File: config.mk
export PLATFORM = sky130hd
export DESIGN_NAME = relay_input_port
export DESIGN_NICKNAME = d
export VERILOG_FILES = /design/src/rtl/relay_port_pkg.sv /design/src/rtl/port_sel_if.sv /design/src/rtl/isa_addr_decoder.sv /design/src/rtl/relay_input_port.sv
export SDC_FILE = /design/constraint.sdc
export NUM_CORES = 1
export LEC_CHECK = 0
export CAP_MARGIN = 40
export CORE_ASPECT_RATIO = 0.9
export CORE_MARGIN = 2
export CORE_UTILIZATION = 52
export DETAILED_ROUTE_END_ITERATION = 12
export DONT_BUFFER_PORTS = 1
export PLACE_DENSITY = 0.65
export SLEW_MARGIN = 0
export SYNTH_ARGS = -nofsm -noshare
export SYNTH_HDL_FRONTEND = slang
export SYNTH_SLANG_ARGS = --single-unit
File: constraint.sdc
create_clock -name clock_i -period 2.03 [get_ports clock_i]
set_input_delay 0.3045 -clock clock_i [delete_from_list [all_inputs] [get_ports clock_i]]
set_output_delay 0.3045 -clock clock_i [all_outputs]
set_load 0.005 [all_outputs]
File: src/rtl/relay_port_pkg.sv
// Package: address decode constants, register offsets and reset values of the relay/input port
package relay_port_pkg;
  localparam int unsigned   ADDR_W         = 10;        // ISA I/O address bits used
  localparam int unsigned   DATA_W         = 8;         // Byte-wide data path
  localparam int unsigned   SWITCH_W       = 8;         // Address select switch positions
  localparam logic [9:0]    WINDOW_LO      = 10'h200;   // Lowest legal base
  localparam logic [9:0]    WINDOW_HI      = 10'h3ff;   // Highest legal port
  localparam logic          BASE_A9        = 1'b1;      // Fixed address bit 9
  localparam logic          BASE_A0        = 1'b0;      // Fixed address bit 0
  localparam logic [7:0]    SWITCH_DEFAULT = 8'hab;     // Positions 1..8 in bits 7..0, ON = 1
  localparam logic [9:0]    DEFAULT_BASE   = 10'h2a8;   // Factory base address
  localparam logic          OFFSET_RELAY   = 1'b0;      // Relay drive and read-back
  localparam logic          OFFSET_INPUT   = 1'b1;      // Isolated input states
  localparam logic [7:0]    RELAY_RESET    = 8'h00;     // All relays released
  localparam logic [7:0]    INPUT_RESET    = 8'h00;     // Input sampler reset value
endpackage : relay_port_pkg
File: src/rtl/port_sel_if.sv
// Interface: decoded port select from the address decoder to the register core
interface port_sel_if;
  logic hit;     // Cycle addresses one of the two ports
  logic offset;  // Which port of the pair
  modport decoder (output hit, output offset);
  modport core    (input  hit, input  offset);
endinterface : port_sel_if

File: src/rtl/isa_addr_decoder.sv
// Module: combinational base address compare against the address select switch
module isa_addr_decoder (
  input  wire logic [9:0]   addr_i,    // Synchronised address lines A9..A0
  input  wire logic         aen_i,     // DMA address enable (high blocks I/O decode)
  input  wire logic [7:0]   switch_i,  // Position 1..8 in bits 7..0, 1 = ON
  port_sel_if.decoder       sel
);
  logic [7:0] base_bits;  // Address bits A8..A1 selected by the switch

  // Position k maps to A(9-k); ON means address bit zero
  always_comb begin
    base_bits = ~switch_i;
    sel.offset = addr_i[0];
    sel.hit = !aen_i && (addr_i[9] == relay_port_pkg::BASE_A9)
              && (addr_i[8:1] == base_bits);
  end
endmodule // isa_addr_decoder

File: src/rtl/relay_input_port.sv
// Module: eight relay outputs and eight isolated inputs on two ISA I/O ports
//
// Behaviour
// - Answer only two consecutive ports at base
// - Switch positions one..eight match A8..A1
// - Base has A0 zero, A9 one
// - Default switch gives base 2a8h
// - Offset 0 relays, offset 1 inputs
// - Write offset 0 latches relay byte
// - Bit n drives relay n
// - Read offset 0 returns latched relays
// - Read offset 1 returns all inputs
// - Input bit n is channel n
// - Reset releases every relay
module relay_input_port #(
  parameter logic [7:0] SWITCH_SETTING = relay_port_pkg::SWITCH_DEFAULT
) (
  input  wire logic         clock_i,        // 20 MHz system clock
  input  wire logic         rst_n_i,        // Asynchronous reset, active low
  input  wire logic [9:0]   sa_i,           // ISA address A9..A0
  input  wire logic         aen_i,          // ISA address enable
  input  wire logic         iow_n_i,        // ISA I/O write strobe, low active
  input  wire logic         ior_n_i,        // ISA I/O read strobe, low active
  input  wire logic [7:0]   sd_i,           // ISA data from host
  input  wire logic [7:0]   iso_in_i,       // Isolated input channels 0..7
  output logic      [7:0]   sd_o,           // ISA data to host
  output logic              sd_oe_o,        // ISA data drive enable
  output logic      [7:0]   relay_o         // Relay coil drives 0..7
);
  // Two-stage synchronisers for all pin inputs
  logic [9:0] sa_s1_reg,  sa_s2_reg;
  logic [7:0] sd_s1_reg,  sd_s2_reg;
  logic [7:0] in_s1_reg,  in_s2_reg;
  logic       aen_s1_reg, aen_s2_reg;
  logic       iow_s1_reg, iow_s2_reg;   // Active-high write strobe
  logic       ior_s1_reg, ior_s2_reg;   // Active-high read strobe
  logic       iow_d_reg;                // Previous write strobe for edge detect

  // Register state
  logic [7:0] relay_reg,  relay_next;   // Latched relay drive byte
  logic [7:0] sd_reg,     sd_next;      // Read data driven to bus
  logic       oe_reg,     oe_next;      // Bus drive enable
  logic       iow_d_next;

  // Decoder output, combinational off synchronised address lines
  port_sel_if sel ();                   // Decoded select

  // Switch setting is fixed at build time; no register holds it
  // Address compare against switch bits
  isa_addr_decoder u_dec (
    .addr_i   (sa_s2_reg),
    .aen_i    (aen_s2_reg),
    .switch_i (SWITCH_SETTING),
    .sel      (sel.decoder)
  );

  // Strobes are inverted on entry so the rest of the block is active high
  // Address, data and strobes share the same depth, so they stay aligned
  // Synchronisers; first stage only feeds the second
  always_ff @(posedge clock_i or negedge rst_n_i) begin
    if (!rst_n_i) begin
      sa_s1_reg  <= '0;
      sa_s2_reg  <= '0;
      sd_s1_reg  <= '0;
      sd_s2_reg  <= '0;
      in_s1_reg  <= relay_port_pkg::INPUT_RESET;
      in_s2_reg  <= relay_port_pkg::INPUT_RESET;
      aen_s1_reg <= 1'b1;
      aen_s2_reg <= 1'b1;
      iow_s1_reg <= 1'b0;
      iow_s2_reg <= 1'b0;
      ior_s1_reg <= 1'b0;
      ior_s2_reg <= 1'b0;
    end else begin
      sa_s1_reg  <= sa_i;
      sa_s2_reg  <= sa_s1_reg;
      sd_s1_reg  <= sd_i;
      sd_s2_reg  <= sd_s1_reg;
      in_s1_reg  <= iso_in_i;
      in_s2_reg  <= in_s1_reg;
      aen_s1_reg <= aen_i;
      aen_s2_reg <= aen_s1_reg;
      iow_s1_reg <= !iow_n_i;
      iow_s2_reg <= iow_s1_reg;
      ior_s1_reg <= !ior_n_i;
      ior_s2_reg <= ior_s1_reg;
    end
  end

  // Next-state for relays and read path
  always_comb begin
    // Defaults: relays hold, bus released, read data zero
    relay_next = relay_reg;
    iow_d_next = iow_s2_reg;
    sd_next    = '0;
    oe_next    = 1'b0;
    // Latch on the trailing edge of the write strobe, data is stable there
    // Address and data sit two stages behind their pins, same as the strobe
    if (iow_d_reg && !iow_s2_reg && sel.hit) begin
      if (sel.offset == relay_port_pkg::OFFSET_RELAY) begin
        relay_next = sd_s2_reg;
      end
      // Writes to the input port do nothing
    end
    // Drive the bus only while a decoded read is active
    // Relay port answers with the latch, input port with synchronised inputs
    if (ior_s2_reg && sel.hit) begin
      oe_next = 1'b1;
      if (sel.offset == relay_port_pkg::OFFSET_RELAY) begin
        sd_next = relay_reg;
      end else begin
        sd_next = in_s2_reg;
      end
    end
  end

  // Register stage; reset releases every relay
  always_ff @(posedge clock_i or negedge rst_n_i) begin
    if (!rst_n_i) begin
      relay_reg <= relay_port_pkg::RELAY_RESET;
      sd_reg    <= '0;
      oe_reg    <= 1'b0;
      // Edge detector starts at the idle level, so reset makes no false edge
      iow_d_reg <= 1'b0;
    end else begin
      relay_reg <= relay_next;
      sd_reg    <= sd_next;
      oe_reg    <= oe_next;
      iow_d_reg <= iow_d_next;
    end
  end

  // Outputs come straight from their flip-flops
  assign relay_o = relay_reg;
  assign sd_o    = sd_reg;
  assign sd_oe_o = oe_reg;
endmodule // relay_input_port

==> flow_summary_export.csv, run 1 <==
group,metric,value,unit
routing,via_per_inst,4.80,
yosys,synthXorXnorAreaFrac,0,%
yosys,synth.top_cell.area_share,84.4,%
routing,antenna_left,0,
setup_path,cp_data_arrival_time,1860,ps
floorplan,dieHeight,65.6,µm
sta,max_freq,0.609,GHz
place,placed_cell_area,2240,µm²
global_route,antenna_found_initial,0,
yosys,syn_nets,142,
yosys,synth_top_cell_by_area,"dfrtp_1",
floorplan,core,4070,µm²
setup_path,endpoint_kind,"flip-flop",
place,dp_cells,158,
pwr,p_leak,1.26,nW
routing,wl_met3,290,µm
status,violations,"negative hold slack",
flow_run,cap_violations,0,
clocking,cts_sinks,76,
setup_path,cp.required,2250,ps
clocking,clkTransAtPathRegs,70,ps
sta,hold_slack,-335,ps
sta,slew_viol_final,0,
pwr,powerDensity,994,nW/µm²
global_route,grt_overflow,0,
yosys,synth_compound_area_share,0,%
yosys,synth-simple-area-share,3.93,%
status,status,"finished with violations",
floorplan,ios,48,
final_layout,synthToLayoutAreaGrowth,23.0,%
yosys,ys_top_cells_by_area,"dfrtp_1, mux2_2, mux2i_1",
sta,worstMarginPinSlew,443,ps
routing,first_iter_violations,46,
final_layout,antennaDiodeCount,0,
setup_path,critPathSlowestCell,"and4_1",
yosys,synthCells,111,
routing,met2_length,1.55,mm
setup_path,critPathBufInv,0,
routing,highest_layer,"met4",
floorplan,die_area,4760,µm²
routing,routed_wl,3.04,mm
setup_path,worstSetupPathType,"reg -> reg",
pwr,ir_drop,0.627,mV
global_route,grt_start_max_net_pins,77,
final_layout,final_nets,180,
place,dp_slack,375,ps
yosys,netlist_area,2190,µm²
clocking,cts_root_buffer,"clkbuf_8",
global_route,grt_usage,15.4,%
sta,max_slew_margin,70.3,%
clocking,cts_tree,"yes",
sta,skew,2.67,ps
sta,setup_tns,0,ps
sta,setup_viol,0,
clocking,insertion_delay,330,ps
clocking,cts_buffer_depth,2,
routing,wire_per_inst,15.2,µm
global_route,grt_pass1_wl,5.00,mm
sta,layout_min_cycle_time,1640,ps
yosys,ys_ff_latch,76,
place,portBuffers,0,
clocking,htreeDepth,3,
sta,min_period_over_period,80.9,%
yosys,synth_warnings,0,
floorplan,fp-row-count,22,
floorplan,start_util,53.9,%
sta,rsz0062_at_grt,"false",
place,dp_hpwl,1.80,mm
routing,drc,0,
yosys,ys_types,13,
floorplan,die_width,72.5,µm
setup_path,crit_path_start_kind,"flip-flop",
sta,worst_slack,387,ps
worst_hold_path,holdCritPathClass,"in -> async",
setup_path,slowest_delay,470,ps
yosys,seq_area_frac_synth,86.8,%
setup_path,worstPathCellList,"nor4b_2 > and4_1 > mux2_2",
final_layout,final_cells,200,
global_route,grt_pass1_vias,1073,
final_layout,drive_gt1_share,17.8,%
routing,dr.pass1.iters,4,
routing,num_vias,960,
place,gp_congestion,0.631,
yosys,synth_top_family_by_area,"multiplexers",
setup_path,crit_path_max_fanout,8,
sta,hold_violations,76,
yosys,synth_fa_ha_area_share,0,%
clocking,numCtsBuffers,9,
clocking,post-cts-setup-buffers,0,
setup_path,path_delay_family,"simple AND/OR/NAND/NOR gates",
clocking,postCtsResizedCells,0,
yosys,syn_avg_cell_area,19.8,µm²
final_layout,finish.instance_area,2700,µm²
routing,wl_met1,1.17,mm
yosys,muxShareOfSynthArea,7.75,%
## worst register-to-register path, cell delays in order, from the launching register on
cell and delay (ps):
dfrtp_1 370, nor4b_2 300, and4_1 470, mux2_2 390
## cell type report
| class | instances | area, µm² |
|---|---|---|
| clock buffer | 9 | 124 |
| inverter | 3 | 11.3 |
| fill | 304 | 1380 |
| tap | 48 | 60.1 |
| timing repair buffer | 29 | 288 |
| multi-input combinational | 30 | 256 |
| clock inverter | 5 | 55.1 |
| sequential | 76 | 1900 |
## path summary, 6_finish.rpt
path	start	slack, ps	endpoint	cells after the start
min in group clock_i	iow_n_i	40	iow_s1_reg	1
setup reg to reg	sa_s2_reg[4]	390	relay_o[1]	3
hold / removal	rst_n_i	-340	sa_s2_reg[8]	0
max in group asynchronous	rst_n_i	2190	aen_s1_reg	0
setup / recovery	sa_s2_reg[4]	390	relay_o[1]	3
hold reg to reg	sd_s1_reg[6]	350	sd_s2_reg[6]	0
## cells by family (layout without fill, tap and decap cells)
group	count (synthesis)	after routing
buf+inv	5	46
flops	76	76
mux	16	16
simple gates	14	14
## per-layer routing
metal | vias to the layer above | global-route usage [%]
met1 | 486 | 16.9
met3 | 4 | 10.9
met4 | 0 | 5.56
li1 | 432 | -
met5 | - | 0
met2 | 38 | 23.6
## per-stage QoR
step	power, mW	util (%)
finish	2.68	66.2
CTS	2.72	66.0
floorplan	1.63	-
global route	2.81	66.2
detailed placement	1.64	55.0
global placement	1.64	55.0
## report_power, final
group | switching, mW | leakage, nW | internal, mW
clock | 0.481 | 0.0870 | 0.549
combinational | 0.0157 | 0.251 | 0.0466
sequential | 0.0171 | 0.923 | 1.58
total | 0.513 | 1.26 | 2.17
## synthesized netlist by cell type
library cell,instances
dfrtp_1,74
mux2_2,8
mux2i_1,8
nor2_1,8
inv_1,3
buf_6,2
dfstp_2,2
and4_1,1
and4bb_2,1
nand4_1,1
nor2b_1,1
nor3b_1,1
nor4b_2,1
## layout by cell type (no fill, tap or decap), drive strengths merged, types with 2 or more instances in the layout
| cell | instances |
|---|---|
| inv | 3 |
| dfstp | 2 |
| dlygate4sd3 | 28 |
| clkinvlp | 2 |
| dfrtp | 74 |
| mux2 | 8 |
| mux2i | 8 |
| nor2 | 8 |
| clkbuf | 9 |
| clkinv | 2 |
## timing repair
item,4_1_cts,5_1_grt
hold buffers,27,1
hold endpoints to repair,103,77
setup endpoints to repair,0,0
Note: power is estimated with default switching activity, not from simulation.
==> run 2: changes to the inputs <==
==> constraint.sdc (replaced) <==
create_clock -name clock_i -period 1.57 [get_ports clock_i]
set_input_delay 0.2355 -clock clock_i [delete_from_list [all_inputs] [get_ports clock_i]]
set_output_delay 0.2355 -clock clock_i [all_outputs]
set_load 0.005 [all_outputs]
==> flow_summary_export.csv, run 2 (synthesis gave the netlist of run 1 again) <==
group,metric,value,unit
setup_path,r2r_slack,10,ps
routing,met2_length,1.89,mm
sta,rsz0062_at_grt,"true",
sta,layout_min_cycle_time,1560,ps
clocking,cts_tree,"yes",
floorplan,fp-row-count,22,
clocking,htreeDepth,3,
global_route,grt_pass1_wl,5.47,mm
routing,first_iter_violations,65,
routing,wl_met1,1.24,mm
routing,wl_met3,274,µm
sta,setup_tns,0,ps
floorplan,ios,48,
clocking,post-cts-setup-buffers,0,
global_route,grt_overflow,0,
place,portBuffers,0,
floorplan,die_area,4760,µm²
routing,drc,0,
sta,hold_slack,-417,ps
place,gp_congestion,0.641,
setup_path,endpoint_kind,"flip-flop",
setup_path,slowest_delay,400,ps
setup_path,worstSetupPathType,"reg -> reg",
clocking,cts_buffer_depth,2,
routing,num_vias,1013,
floorplan,die_width,72.5,µm
sta,slew_viol_final,0,
sta,hold_violations,76,
global_route,antenna_found_initial,0,
setup_path,crit_path_max_fanout,4,
pwr,ir_drop,0.807,mV
sta,skew,10.9,ps
global_route,grt_pass1_vias,1117,
setup_path,path_delay_family,"simple AND/OR/NAND/NOR gates",
final_layout,final_nets,184,
clocking,clkTransAtPathRegs,70,ps
pwr,p_leak,1.31,nW
final_layout,nFillCells,281,
floorplan,start_util,53.9,%
setup_path,critPathBufInv,1,
pwr,powerDensity,1340,nW/µm²
status,status,"finished with violations",
sta,setup_viol,0,
floorplan,dieHeight,65.6,µm
global_route,grt_start_max_net_pins,77,
setup_path,cp_data_arrival_time,1780,ps
final_layout,final_core_util,69.1,%
routing,via_per_inst,4.92,
clocking,insertion_delay,340,ps
global_route,grt_usage,17.1,%
routing,wire_per_inst,16.9,µm
final_layout,final_cell_mix,"dfrtp_1, dlygate4sd3_1, clkbuf_8",
clocking,numCtsBuffers,9,
setup_path,cp.required,1790,ps
sta,max_slew_margin,84.3,%
setup_path,critPathSlowestCell,"dfrtp_1",
final_layout,antennaDiodeCount,0,
routing,routed_wl,3.48,mm
routing,highest_layer,"met4",
worst_hold_path,holdCritPathClass,"in -> async",
sta,min_period_over_period,99.2,%
status,violations,"negative hold slack",
sta,worstMarginPinSlew,235,ps
flow_run,cap_violations,0,
routing,antenna_left,0,
setup_path,worstPathCellList,"nor4b_4 > and4_4 > buf_6 > mux2_2",
final_layout,mostFrequentLayoutCell,"dfrtp_1",
clocking,postCtsHoldBufs,29,
setup_path,crit_path_start_kind,"flip-flop",
place,dp_hpwl,1.88,mm
final_layout,drive_gt1_share,20.3,%
floorplan,core,4070,µm²
clocking,cts_root_buffer,"clkbuf_8",
final_layout,synthToLayoutAreaGrowth,28.3,%
clocking,cts_sinks,76,
sta,max_freq,0.642,GHz
routing,dr.pass1.iters,4,
run 2: worst paths after layout:
| kind | startpoint | depth (start not counted) | endpoint |
|---|---|---|---|
| setup / recovery | sa_s2_reg[1] | 4 | relay_o[1] |
| hold / removal | rst_n_i | 0 | sa_s1_reg[7] |
| setup reg to reg | sa_s2_reg[1] | 4 | relay_o[1] |
| hold reg to reg | sd_s1_reg[1] | 0 | sd_s2_reg[1] |
| max in group asynchronous | rst_n_i | 0 | aen_s1_reg |
| min in group clock_i | sd_s1_reg[1] | 0 | sd_s2_reg[1] |
run 2: metrics by stage:
step / cell area (µm²) / hold slack, ps / setup slack, ps / power (mW) / std cells
global placement: 2260 / -58.4 / 79.9 / 2.12 / 161
CTS: 2780 / -436 / -19.1 / 3.80 / 206
detailed placement: 2260 / -58.4 / 1.17 / 2.12 / 161
global route: 2820 / -450 / -19.3 / 3.91 / 206
finish: 2820 / -417 / 13.2 / 3.76 / 206
floorplan: 2190 / -60.1 / 134 / 2.11 / 111
run 2: per-layer routing:
metal / vias up / track usage [%]
li1: 441 / -
met5: - / 0
met2: 39 / 26.9
met1: 524 / 17.2
met4: 0 / 10.4
met3: 9 / 10.6
run 2: report_power, final:
group	total [mW]	leakage [nW]	switching, mW	internal [mW]
Sequential	2.06	0.923	0.0258	2.04
Clock	1.61	0.110	0.669	0.944
Combinational	0.0863	0.282	0.0228	0.0635
Total	3.76	1.31	0.717	3.04
run 2: area by class of cell:
| cell class | instances | area, µm² | area share [%] |
|---|---|---|---|
| inverters | 3 | 11.3 | 0.400 |
| multi-input cells | 30 | 287 | 10.2 |
| clock inverters | 5 | 85.1 | 3.02 |
| repair buffers | 33 | 328 | 11.6 |
| clock buffers | 11 | 141 | 5.02 |
| flip-flops and latches | 76 | 1900 | 67.6 |
| well taps | 48 | 60.1 | 2.13 |
run 2: timing repair:
action | in CTS | in global routing
setup endpoints to repair | 8 | 8
hold endpoints to repair | 105 | 76
resized for setup | 0 | 9
pin swaps | 1 | 2
==> run 3: changes to the inputs <==
--- a/config.mk
+++ b/config.mk
@@ -7,11 +7,11 @@
 export LEC_CHECK = 0
 export CAP_MARGIN = 40
 export CORE_ASPECT_RATIO = 0.9
-export CORE_MARGIN = 2
 export CORE_UTILIZATION = 52
 export DETAILED_ROUTE_END_ITERATION = 12
 export DONT_BUFFER_PORTS = 1
 export PLACE_DENSITY = 0.65
+export SETUP_SLACK_MARGIN = 0.4
 export SLEW_MARGIN = 0
 export SYNTH_ARGS = -nofsm -noshare
 export SYNTH_HDL_FRONTEND = slang
==> flow_summary_export.csv, run 3 (synthesis gave the netlist of run 1 again) <==
group,metric,value,unit
floorplan,dieHeight,63.6,µm
pwr,p_int,2.92,mW
sta,skew,8.87,ps
pwr,clkPwrFrac,40.6,%
status,status,"finished with violations",
place,gp_congestion,0.620,
place,dp_slack,43.5,ps
final_layout,nFillCells,277,
pwr,ir_drop,1.14,mV
sta,setup_tns,0,ps
clocking,cts_buffer_depth,2,
clocking,cts_tree,"yes",
sta,max_slew_margin,80.9,%
routing,num_vias,981,
sta,hold_violations,76,
global_route,grt_pass1_wl,5.34,mm
setup_path,worstSetupPathType,"reg -> reg",
pwr,p_comb_share,2.5,%
place,portBuffers,0,
global_route,grt_overflow,0,
routing,dr.pass1.iters,8,
final_layout,mostFrequentLayoutCell,"dfrtp_1",
setup_path,critPathSlowestCell,"dfrtp_1",
pwr,swShare,19.3,%
floorplan,core,4070,µm²
floorplan,die_area,4480,µm²
setup_path,cp.required,1790,ps
routing,drc,6,
pwr,seqPwrFrac,56.9,%
floorplan,start_util,53.9,%
sta,hold_slack,-408,ps
sta,worstMarginPinSlew,278,ps
routing,via_per_inst,4.74,
final_layout,drive_gt1_share,27.0,%
sta,setup_viol,0,
routing,wire_per_inst,15.2,µm
setup_path,crit_path_max_fanout,8,
sta,layout_min_cycle_time,1500,ps
floorplan,die_width,70.5,µm
pwr,p_leak,1.32,nW
sta,slew_viol_final,0,
setup_path,worstPathCellList,"nor4b_4 > and4_4 > buf_12 > mux2_4",
clocking,htreeDepth,3,
setup_path,slowest_delay,400,ps
final_layout,antennaDiodeCount,0,
routing,first_iter_violations,43,
status,violations,"design-rule violations, negative hold slack",
clocking,cts_sinks,76,
clocking,numCtsBuffers,9,
sta,min_period_over_period,95.7,%
final_layout,final_nets,185,
floorplan,ios,48,
flow_run,cap_violations,0,
worst_hold_path,holdCritPathClass,"in -> async",
sta,worst_slack,68.2,ps
routing,routed_wl,3.15,mm
global_route,grt_pass1_vias,1125,
floorplan,fp-row-count,22,
global_route,grt_start_max_net_pins,77,
final_layout,final_cell_mix,"dfrtp_1, dlygate4sd3_1, clkbuf_8",
setup_path,endpoint_kind,"flip-flop",
clocking,postCtsHoldBufs,29,
pwr,switching_power,0.700,mW
global_route,grt_usage,17.3,%
sta,max_freq,0.666,GHz
clocking,clkTransAtPathRegs,80,ps
clocking,insertion_delay,330,ps
place,dp_hpwl,1.81,mm
global_route,antenna_found_initial,0,
final_layout,synthToLayoutAreaGrowth,31.0,%
sta,rsz0062_at_grt,"true",
routing,antenna_left,0,
clocking,cts_root_buffer,"clkbuf_8",
setup_path,cp_data_arrival_time,1720,ps
pwr,powerDensity,1260,nW/µm²
setup_path,crit_path_start_kind,"flip-flop",
[run 3: cell types whose count changed in the layout (fill, tap and decap cells not counted), sizes merged]
cell    previous run  this run
bufinv             2         1
buf                4         5
clkinv             2         3
[run 3: worst paths after layout]
check / start / endpoint / slack (ps) / cells after the start
min reg2reg: in_s1_reg[2] / in_s2_reg[2] / 350 / 0
max: sa_s2_reg[2] / relay_o[6] / 70 / 4
min in group clock_i: in_s1_reg[2] / in_s2_reg[2] / 350 / 0
max in group asynchronous: rst_n_i / aen_s2_reg / 1810 / 0
min: rst_n_i / sa_s2_reg[5] / -410 / 0
max reg2reg: sa_s2_reg[2] / relay_o[6] / 70 / 4
[run 3: layout make-up]
class / count / area [µm²] / area share [%]
clock buffers: 11 / 151 / 5.27
clock inverters: 5 / 60.1 / 2.09
inverters: 3 / 11.3 / 0.392
multi-input cells: 30 / 340 / 11.8
flip-flops and latches: 76 / 1900 / 66.2
well taps: 48 / 60.1 / 2.09
repair buffers: 34 / 348 / 12.1
[run 3: repair_timing]
item                                   4_1_cts  5_1_grt
pin swaps                                    9        3
setup endpoints to repair                   14       17
setup buffers                                1        0
endpoints found under the hold margin      105       76
gates resized for setup                      5       13
gates cloned                                 1        0
[run 3: critical path: cells and delay by family (launching register included)]
kind          cells  cell delay [ps]
simple gates      2              560
flops             1              400
mux               1              300
buf+inv           1              130
[run 3: power by group through the flow]
stage                     sequential [mW]  clock (mW)  combinational [mW]
after floorplan                      2.09           0              0.0238
after global placement               2.09           0              0.0266
after detailed placement             2.10           0              0.0266
after CTS                            2.06        1.53              0.0865
after global routing                 2.07        1.63              0.0976
final                                2.06        1.47              0.0912
[run 3: metal layers]
| metal | track usage (%) | share of wire [%] | wire (µm) |
|---|---|---|---|
| met3 | 11.4 | 8.2 | 259 |
| met2 | 27.1 | 52 | 1640 |
| met1 | 19.6 | 39 | 1240 |
| met4 | 4.59 | 0.41 | 13 |
| met5 | 0 | 0 | 0 |
[run 3: metrics by stage]
step	hold slack (ps)	std cells	utilization (%)	area, µm²	total power, mW
after floorplan	-60.1	111	-	2220	2.11
final	-408	207	70.6	2880	3.62
after CTS	-429	207	69.4	2830	3.67
after global routing	-447	207	70.6	2880	3.79
after global placement	-58.6	160	56.4	2300	2.12
after detailed placement	-58.2	160	56.4	2300	2.13
